## config.mk

```make
export PLATFORM = sky130hd
export DESIGN_NAME = auto_restart_ctrl
export DESIGN_NICKNAME = d
export VERILOG_FILES = /design/src/common/auto_restart_pkg.sv /design/src/auto_restart_ctrl.sv /design/src/tenth_tick.sv
export SDC_FILE = /design/constraint.sdc
export NUM_CORES = 1
export LEC_CHECK = 0
export ABC_AREA = 1
export BUFFER_PORTS_ARGS = -buffer_cell sky130_fd_sc_hd__buf_4
export CELL_PAD_IN_SITES_DETAIL_PLACEMENT = 1
export CELL_PAD_IN_SITES_GLOBAL_PLACEMENT = 2
export CORE_AREA = 2 2 120 122
export CTS_CLUSTER_SIZE = 12
export DETAILED_ROUTE_END_ITERATION = 8
export DIE_AREA = 0 0 122 124
export PLACE_DENSITY_LB_ADDON = 0.05
export SLEW_MARGIN = 20
export SYNTH_ARGS = -nofsm -noshare
export SYNTH_HDL_FRONTEND = slang
export SYNTH_HIERARCHICAL = 1
export SYNTH_SLANG_ARGS = --single-unit
```

## constraint.sdc

```tcl
create_clock -name clk_sys_in -period 4.9 [get_ports clk_sys_in]
set_input_delay 0.98 -clock clk_sys_in [delete_from_list [all_inputs] [get_ports clk_sys_in]]
set_output_delay 0.98 -clock clk_sys_in [all_outputs]
set_load 0.02 [all_outputs]
```

## src/common/auto_restart_pkg.sv

```systemverilog
// package: constants and types for the automatic restart sequencer
package auto_restart_pkg;

  // ----------------------------------------------------------------
  // timing
  // ----------------------------------------------------------------
  localparam int unsigned CLK_PERIOD_NS     = 10;
  localparam int unsigned TENTH_SEC_NS      = 100_000_000;
  localparam int unsigned TENTH_CYCLES      = TENTH_SEC_NS / CLK_PERIOD_NS;
  localparam int unsigned RECOVER_SEC       = 30;
  localparam logic [9:0]  RECOVER_TENTHS    = 10'(RECOVER_SEC * 10);

  // ----------------------------------------------------------------
  // setting ranges and values after reset
  // ----------------------------------------------------------------
  localparam logic [3:0]  LIMIT_MAX         = 4'ha;
  localparam logic [3:0]  LIMIT_RESET       = 4'h0;
  localparam logic [9:0]  DELAY_MAX_TENTHS  = 10'h258;
  localparam logic [9:0]  DELAY_RESET       = 10'h00a;

  // ----------------------------------------------------------------
  // register map (byte addresses)
  // ----------------------------------------------------------------
  localparam int unsigned ADDR_W            = 8;
  localparam int unsigned DATA_W            = 16;
  localparam logic [7:0]  ADDR_LIMIT        = 8'h00;
  localparam logic [7:0]  ADDR_DELAY        = 8'h04;
  localparam logic [7:0]  ADDR_STATE        = 8'h08;
  localparam logic [7:0]  ADDR_IRQ_STATUS   = 8'h0c;
  localparam logic [7:0]  ADDR_IRQ_MASK     = 8'h10;

  // state register fields
  localparam int unsigned STATE_REMAIN_LSB  = 0;
  localparam int unsigned STATE_FSM_LSB     = 4;

  // ----------------------------------------------------------------
  // types
  // ----------------------------------------------------------------
  typedef struct packed {
    logic valid;          // one-cycle trip event
    logic undervoltage;   // cause qualifier, read with valid
  } trip_t;

  typedef struct packed {
    logic suppressed;     // restart forbidden by trip cause or by emergency stop in ST_DELAY
    logic recovered;      // count restored after quiet window
    logic exhausted;      // trip with no attempts left
    logic restarted;      // restart request issued
  } irq_bits_t;

  localparam int unsigned IRQ_W             = $bits(irq_bits_t);

  typedef enum logic [3:0] {
    ST_RUN     = 4'h1,
    ST_DELAY   = 4'h2,
    ST_WATCH   = 4'h4,
    ST_LOCKED  = 4'h8
  } rs_state_t;

endpackage : auto_restart_pkg

```

## src/auto_restart_ctrl.sv

```systemverilog
// automatic restart sequencer after protective trips
//
// Operation
// - hold restart attempt limit, 0 to 10, reset 0
// - wait programmed delay, 0 to 60 s, before restart
// - each restart decrements remaining attempts by one
// - trips beyond the limit stop auto restart
// - terminal or key fault reset reloads attempts
// - 30 s without trip after restart reloads attempts
// - no restart after emergency stop, or after an undervoltage trip in ST_RUN or ST_WATCH
// - restart runs through speed search, not zero
//
// Local design decisions: the strobed register port and the placing of the registers.
`timescale 1ns/100ps
module auto_restart_ctrl #(
  parameter int unsigned TENTH_CYCLES = auto_restart_pkg::TENTH_CYCLES
) (
  input  wire logic                    clk_sys_in,             // system clock, 100 mhz
  input  wire logic                    rstn_in,                // async reset, active low
  input  auto_restart_pkg::trip_t      trip_in,                // trip event and cause
  input  wire logic                    emergency_stop_input_in, // pin, high = stop
  input  wire logic                    reset_terminal_in,      // pin, fault reset terminal
  input  wire logic                    reset_key_in,           // pin, keypad stop/reset key
  input  wire logic [7:0]              addr_in,                // register byte address
  input  wire logic [15:0]             wr_data_in,             // register write data
  input  wire logic                    wr_in,                  // write strobe
  input  wire logic                    rd_in,                  // read strobe
  output logic [15:0]                  rd_data_out,            // read data, cycle after rd_in
  output logic                         speed_search_restart_out, // restart request pulse
  output logic                         restart_locked_out,     // stopped, reset needed
  output logic                         irq_out                 // level interrupt
);

  // ----------------------------------------------------------------
  // pin synchronisers
  // ----------------------------------------------------------------
  logic [1:0] estop_sync;
  logic [1:0] term_sync;
  logic [1:0] key_sync;
  logic       term_prev;
  logic       key_prev;
  logic       fault_reset;

  always_ff @(posedge clk_sys_in or negedge rstn_in) begin
    if (!rstn_in) begin
      estop_sync <= 2'h0;
      term_sync  <= 2'h0;
      key_sync   <= 2'h0;
      term_prev  <= 1'b0;
      key_prev   <= 1'b0;
    end else begin
      estop_sync <= {estop_sync[0], emergency_stop_input_in};
      term_sync  <= {term_sync[0], reset_terminal_in};
      key_sync   <= {key_sync[0], reset_key_in};
      term_prev  <= term_sync[1];
      key_prev   <= key_sync[1];
    end
  end

  // a held key counts once, on its press
  assign fault_reset = (term_sync[1] & ~term_prev) | (key_sync[1] & ~key_prev);

  // ----------------------------------------------------------------
  // settings registers
  // ----------------------------------------------------------------
  logic [3:0]                   restart_attempt_limit;
  logic [9:0]                   restart_delay_time;
  logic [3:0]                   next_limit;
  logic [9:0]                   next_delay;
  auto_restart_pkg::irq_bits_t  irq_mask;
  auto_restart_pkg::irq_bits_t  next_irq_mask;
  logic                         wr_limit;
  logic                         wr_delay;

  assign wr_limit = wr_in && (addr_in == auto_restart_pkg::ADDR_LIMIT);
  assign wr_delay = wr_in && (addr_in == auto_restart_pkg::ADDR_DELAY);

  always_comb begin
    next_limit    = restart_attempt_limit;
    next_delay    = restart_delay_time;
    next_irq_mask = irq_mask;
    // out-of-range settings saturate at the top of the range
    if (wr_limit) begin
      if (wr_data_in[3:0] > auto_restart_pkg::LIMIT_MAX || wr_data_in[15:4] != 12'h000) begin
        next_limit = auto_restart_pkg::LIMIT_MAX;
      end else begin
        next_limit = wr_data_in[3:0];
      end
    end
    if (wr_delay) begin
      if (wr_data_in > 16'(auto_restart_pkg::DELAY_MAX_TENTHS)) begin
        next_delay = auto_restart_pkg::DELAY_MAX_TENTHS;
      end else begin
        next_delay = wr_data_in[9:0];
      end
    end
    if (wr_in && addr_in == auto_restart_pkg::ADDR_IRQ_MASK) begin
      next_irq_mask = wr_data_in[auto_restart_pkg::IRQ_W-1:0];
    end
  end

  always_ff @(posedge clk_sys_in or negedge rstn_in) begin
    if (!rstn_in) begin
      restart_attempt_limit <= auto_restart_pkg::LIMIT_RESET;
      restart_delay_time    <= auto_restart_pkg::DELAY_RESET;
      irq_mask              <= '0;
    end else begin
      restart_attempt_limit <= next_limit;
      restart_delay_time    <= next_delay;
      irq_mask              <= next_irq_mask;
    end
  end

  // ----------------------------------------------------------------
  // time base
  // ----------------------------------------------------------------
  logic tick;
  logic tick_clear;

  tenth_tick #(
    .CYCLES     (TENTH_CYCLES)
  ) u_tick (
    .clk_sys_in (clk_sys_in),
    .rstn_in    (rstn_in),
    .clear_in   (tick_clear),
    .tick_out   (tick)
  );

  // ----------------------------------------------------------------
  // restart sequencer
  // ----------------------------------------------------------------
  auto_restart_pkg::rs_state_t  state;
  auto_restart_pkg::rs_state_t  next_state;
  logic [3:0]                   remaining;
  logic [3:0]                   next_remaining;
  logic [9:0]                   timer;
  logic [9:0]                   next_timer;
  logic                         next_restart;
  auto_restart_pkg::irq_bits_t  event_set;
  logic                         trip_blocked;

  // undervoltage or a live emergency stop forbid a restart
  assign trip_blocked = trip_in.undervoltage | estop_sync[1];

  always_comb begin
    next_state     = state;
    next_remaining = remaining;
    next_timer     = timer;
    next_restart   = 1'b0;
    event_set      = '0;
    tick_clear     = 1'b0;
    if (fault_reset) begin
      next_remaining = restart_attempt_limit;
      next_state     = auto_restart_pkg::ST_RUN;
    end
    case (state)
      auto_restart_pkg::ST_DELAY: begin
        if (estop_sync[1]) begin
          next_state       = auto_restart_pkg::ST_LOCKED;
          event_set.suppressed = 1'b1;
        end else if (fault_reset) begin
          next_state = auto_restart_pkg::ST_RUN;
        end else if (timer == 10'h000) begin
          next_restart   = 1'b1;
          next_remaining = remaining - 4'h1;
          next_timer     = auto_restart_pkg::RECOVER_TENTHS;
          tick_clear     = 1'b1;
          next_state     = auto_restart_pkg::ST_WATCH;
          event_set.restarted = 1'b1;
        end else if (tick) begin
          next_timer = timer - 10'h001;
        end
      end
      auto_restart_pkg::ST_WATCH: begin
        if (!fault_reset && tick) begin
          if (timer == 10'h001) begin
            next_remaining = restart_attempt_limit;
            next_state     = auto_restart_pkg::ST_RUN;
            event_set.recovered = 1'b1;
          end else begin
            next_timer = timer - 10'h001;
          end
        end
      end
      auto_restart_pkg::ST_RUN,
      auto_restart_pkg::ST_LOCKED: begin
      end
      default: begin
        next_state = auto_restart_pkg::ST_LOCKED;
      end
    endcase
    // a trip in ST_RUN or ST_WATCH is taken last so it wins over a fault reset in the same cycle
    if (trip_in.valid && (state == auto_restart_pkg::ST_RUN ||
                          state == auto_restart_pkg::ST_WATCH)) begin
      next_restart = 1'b0;
      if (trip_blocked) begin
        next_state           = auto_restart_pkg::ST_LOCKED;
        event_set.suppressed = 1'b1;
      end else if (next_remaining == 4'h0) begin
        next_state          = auto_restart_pkg::ST_LOCKED;
        event_set.exhausted = 1'b1;
      end else begin
        next_state = auto_restart_pkg::ST_DELAY;
        next_timer = restart_delay_time;
        tick_clear = 1'b1;
      end
    end
  end

  always_ff @(posedge clk_sys_in or negedge rstn_in) begin
    if (!rstn_in) begin
      state                    <= auto_restart_pkg::ST_RUN;
      remaining                <= auto_restart_pkg::LIMIT_RESET;
      timer                    <= 10'h000;
      speed_search_restart_out <= 1'b0;
      restart_locked_out       <= 1'b0;
    end else begin
      state                    <= next_state;
      remaining                <= next_remaining;
      timer                    <= next_timer;
      speed_search_restart_out <= next_restart;
      restart_locked_out       <= (next_state == auto_restart_pkg::ST_LOCKED);
    end
  end

  // ----------------------------------------------------------------
  // interrupt status
  // ----------------------------------------------------------------
  auto_restart_pkg::irq_bits_t  irq_status;
  auto_restart_pkg::irq_bits_t  next_irq_status;
  logic                         next_irq;

  always_comb begin
    next_irq_status = irq_status;
    if (wr_in && addr_in == auto_restart_pkg::ADDR_IRQ_STATUS) begin
      next_irq_status = irq_status & ~wr_data_in[auto_restart_pkg::IRQ_W-1:0];
    end
    // set after clear: an event in the clearing cycle is kept
    next_irq_status = next_irq_status | event_set;
    next_irq        = |(next_irq_status & next_irq_mask);
  end

  always_ff @(posedge clk_sys_in or negedge rstn_in) begin
    if (!rstn_in) begin
      irq_status <= '0;
      irq_out    <= 1'b0;
    end else begin
      irq_status <= next_irq_status;
      irq_out    <= next_irq;
    end
  end

  // ----------------------------------------------------------------
  // register read port
  // ----------------------------------------------------------------
  logic [15:0] next_rd_data;

  always_comb begin
    next_rd_data = 16'h0000;
    if (rd_in) begin
      case (addr_in)
        auto_restart_pkg::ADDR_LIMIT:      next_rd_data = {12'h000, restart_attempt_limit};
        auto_restart_pkg::ADDR_DELAY:      next_rd_data = {6'h00, restart_delay_time};
        auto_restart_pkg::ADDR_STATE:      next_rd_data = {8'h00, state, remaining};
        auto_restart_pkg::ADDR_IRQ_STATUS: next_rd_data = {12'h000, irq_status};
        auto_restart_pkg::ADDR_IRQ_MASK:   next_rd_data = {12'h000, irq_mask};
        default:                           next_rd_data = 16'h0000;
      endcase
    end
  end

  always_ff @(posedge clk_sys_in or negedge rstn_in) begin
    if (!rstn_in) begin
      rd_data_out <= 16'h0000;
    end else begin
      rd_data_out <= next_rd_data;
    end
  end

endmodule : auto_restart_ctrl

```

## src/tenth_tick.sv

```systemverilog
// tick generator: one pulse per tenth of a second, restartable
`timescale 1ns/100ps
module tenth_tick #(
  parameter int unsigned CYCLES = auto_restart_pkg::TENTH_CYCLES
) (
  input  wire logic clk_sys_in,   // system clock
  input  wire logic rstn_in,      // async reset, active low
  input  wire logic clear_in,     // restart the period
  output logic      tick_out      // one-cycle pulse each period
);

  localparam int unsigned CW = (CYCLES > 1) ? $clog2(CYCLES) : 1;
  localparam logic [CW-1:0] LAST = CW'(CYCLES - 1);

  logic [CW-1:0] count;
  logic [CW-1:0] next_count;
  logic          next_tick;

  always_comb begin
    next_count = count + 1'b1;
    next_tick  = 1'b0;
    if (clear_in) begin
      next_count = '0;
    end else if (count == LAST) begin
      next_count = '0;
      next_tick  = 1'b1;
    end
  end

  always_ff @(posedge clk_sys_in or negedge rstn_in) begin
    if (!rstn_in) begin
      count    <= '0;
      tick_out <= 1'b0;
    end else begin
      count    <= next_count;
      tick_out <= next_tick;
    end
  end

endmodule : tenth_tick
```

==> impl_metrics.json <==
{
  "die_h_um": 124,
  "worstSetupPathType": "reg2reg",
  "setup_violations": 0,
  "n_antenna_cell": 0,
  "rows": 43,
  "dieWidth_um": 122,
  "grt_pass1_vias": 4666,
  "synth_cells": 665,
  "grt_setup_unrepaired": "no",
  "routedWlPerCell_um": 17.2,
  "insertion_delay_ns": 0.34,
  "numCtsBuffers": 9,
  "synth_area_um2": 5120,
  "holdWs_ns": 0.348,
  "cp_data_arrival_time_ns": 3.61,
  "synth_edf_count": 0,
  "cts_root_buffer": "clkbuf_16",
  "clock_sinks": 86,
  "synth_area_per_cell_um2": 7.69,
  "grt_start_max_net_pins": 52,
  "ctsResizeCount": 0,
  "postCtsSetupBuffers": 0,
  "nFillCells": 1746,
  "synth_flop_cell": "dfrtp_1",
  "setup_tns_ns": 0,
  "hold_viol": 0,
  "max_stage_delay_ns": 0.49,
  "drv_slew": 0,
  "initial_core_util_pct": 37.3,
  "layout-drive-gt1-share_pct": 18.4,
  "wl_mm": 15.4,
  "crit_fanout": 23,
  "port_buffers": 45,
  "worst_pin_slew_ns": 0.997,
  "ios": 52,
  "worstPathCellList": "nor2_1 > nand3_1 > inv_1 > nand3_1 > a21oi_1 > nand2_1 > nand2_2 > nor2_4 > nand3_2 > nand2_4 > nand2_1 > inv_1 > nand2_4 > nor2_1",
  "place.gp.congestion": 0.853,
  "async_flop_share_pct": 100,
  "fin_crit_sh_pct": 69.2,
  "final_common_cell": "nand2_1",
  "hold_class": "reg2reg",
  "p_per_area_nw_per_um2": 390,
  "critPathLaunchType": "flip-flop",
  "crit_required_ns": 5.12,
  "cts_tree": "done",
  "ys_seq_elements": 86,
  "syn2layout_area_growth_pct": 15.1,
  "hpwl_mm": 12.3,
  "via_count": 4517,
  "relSlewSlack_pct": 32.9,
  "clock_path_buffers": 2,
  "viasPerCell": 5.04,
  "yosysWarnings": 6,
  "irDropWorstVdd_mv": 0.191,
  "seq_area_frac_synth_pct": 42.1,
  "first_pass_iters": 4,
  "nNetsFinal": 752,
  "period_needed_ns": 3.39,
  "antenna_found_initial": 0,
  "grt.total_usage_pct": 21.8,
  "path_buf_inv": 2,
  "h-tree-depth": 3,
  "fp.dieArea_um2": 15100,
  "critical_path.top_delay_family": "simple AND/OR/NAND/NOR gates",
  "overflow": 0,
  "cts.clk_slew.worst_paths_ns": 0.06,
  "ant_nets": 0,
  "outcome": "complete, no violations",
  "grt_pass1_wl_mm": 25.4,
  "p_leak_nw": 2.82,
  "drc_errors": 0,
  "crit_slowest_cell": "inv_1",
  "skew_ns": 0.00627,
  "drv_cap": 0,
  "drt_iter0_markers": 227,
  "cts_hold_buf": 0,
  "fmax_mhz": 295,
  "coreArea_um2": 13700,
  "crit_path_end_kind": "flip-flop",
  "layout_common_cells": "nand2_1 (136), inv_1 (86), dfrtp_1 (83)",
  "synth_cell_types": 49
}
## worst register-to-register path, stage by stage, from the launching register on
cell	delay, ns
dfrtp_1	0.43
nor2_1	0.19
nand3_1	0.45
inv_1	0.49
nand3_1	0.13
a21oi_1	0.15
nand2_1	0.09
nand2_2	0.09
nor2_4	0.04
nand3_2	0.08
nand2_4	0.19
nand2_1	0.40
inv_1	0.25
nand2_4	0.21
nor2_1	0.08
## logic make-up after synthesis
group	synth area share [%]
AND/OR/NAND/NOR	31.4
buffers and inverters	8.76
flip-flops	42.1
other	0.0733
XOR/XNOR	3.08
AO/OA/AOI/OAI	13.3
adder cells (fa/ha/maj)	1.22
## layer usage
metal / global-route usage, % / vias to the layer above / share of wire [%]
li1: - / 2240 / -
met1: 30.8 / 2205 / 48
met4: 4.74 / 0 / 0.84
met2: 36.4 / 62 / 48
met3: 2.29 / 10 / 3.4
met5: 0 / - / 0
## flip-flops by register name (all words and copies together), names as in the netlist, 4 cells and up
register and cells:
u_tick/count 24, timer 10, irq_mask 4, restart_delay_time 10, remaining 4, irq_status 4
state 4, rd_data_out 10, restart_attempt_limit 4
## cells in the mapped netlist, types with 2 or more instances
cell      count  area (um^2)
o22ai_1       5         31.3
and2_1        2         12.5
dfrtp_1      83         2080
nand3_2       2         20.0
a21oi_1      27          135
nand2_4       3         33.8
o21ai_1       4         20.0
nand3_1      44          220
o21a_1        3         22.5
xor2_1       10         87.6
nor3_1        7         35.0
o211ai_1      7         52.6
nor4_1        2         12.5
o31ai_1       2         15.0
nand2_1     136          510
nand3_4       2         35.0
o221ai_1      4         35.0
or2_2         2         12.5
nor2_2       13         81.3
buf_2         4         20.0
nor3_2        2         20.0
dfstp_2       3         78.8
a31oi_1       4         25.0
inv_1        86          323
nor2_1       79          297
o21ai_0      39          195
a221oi_1      2         17.5
nand4_1       9         56.3
o21ai_2       7         61.3
nor2_4       11          124
buf_4         6         45.0
nand2_2      20          125
inv_2         7         26.3
ha_1          5         62.6
a211oi_1      2         15.0
xnor2_1       8         70.1
## metrics by stage
stage	util, %	cells	cell area [um^2]	setup slack (ns)	total power, mW
floorplan	-	670	5130	2.55	1.43
global placement	40.9	883	5610	1.58	1.62
detailed placement	40.9	883	5610	1.43	1.65
CTS	42.9	897	5890	1.44	2.32
global route	42.9	897	5890	1.16	2.43
finish	42.9	897	5890	1.51	2.29
## where the power goes
part	internal [mW]	leakage, nW	switching (mW)	total (mW)
clock network	0.388	0.130	0.272	0.660
logic	0.256	1.63	0.443	0.699
registers	0.816	1.06	0.120	0.935
total	1.46	2.82	0.835	2.29
## cell type report
cell class / instances / area (um^2) / area share, %
Tap cell: 180 / 225 / 3.82
Inverter: 94 / 353 / 5.99
Multi-Input combinational cell: 477 / 2530 / 43.0
Clock inverter: 4 / 50.0 / 0.850
Clock buffer: 10 / 229 / 3.89
Sequential cell: 86 / 2160 / 36.6
Timing Repair Buffer: 46 / 345 / 5.86
## worst paths after layout
check | start | endpoint | slack [ns] | cells past startpoint
min | estop_sync[0] | estop_sync[1] | 0.35 | 0
max in group asynchronous | rstn_in | timer[6] | 3.29 | 2
min reg2reg | estop_sync[0] | estop_sync[1] | 0.35 | 0
max reg2reg | state[2] | u_tick/count[10] | 1.51 | 14
max | state[2] | u_tick/count[10] | 1.51 | 14
min in group asynchronous | rstn_in | key_sync[0] | 0.68 | 1
Power figures use the tool's default switching activity.
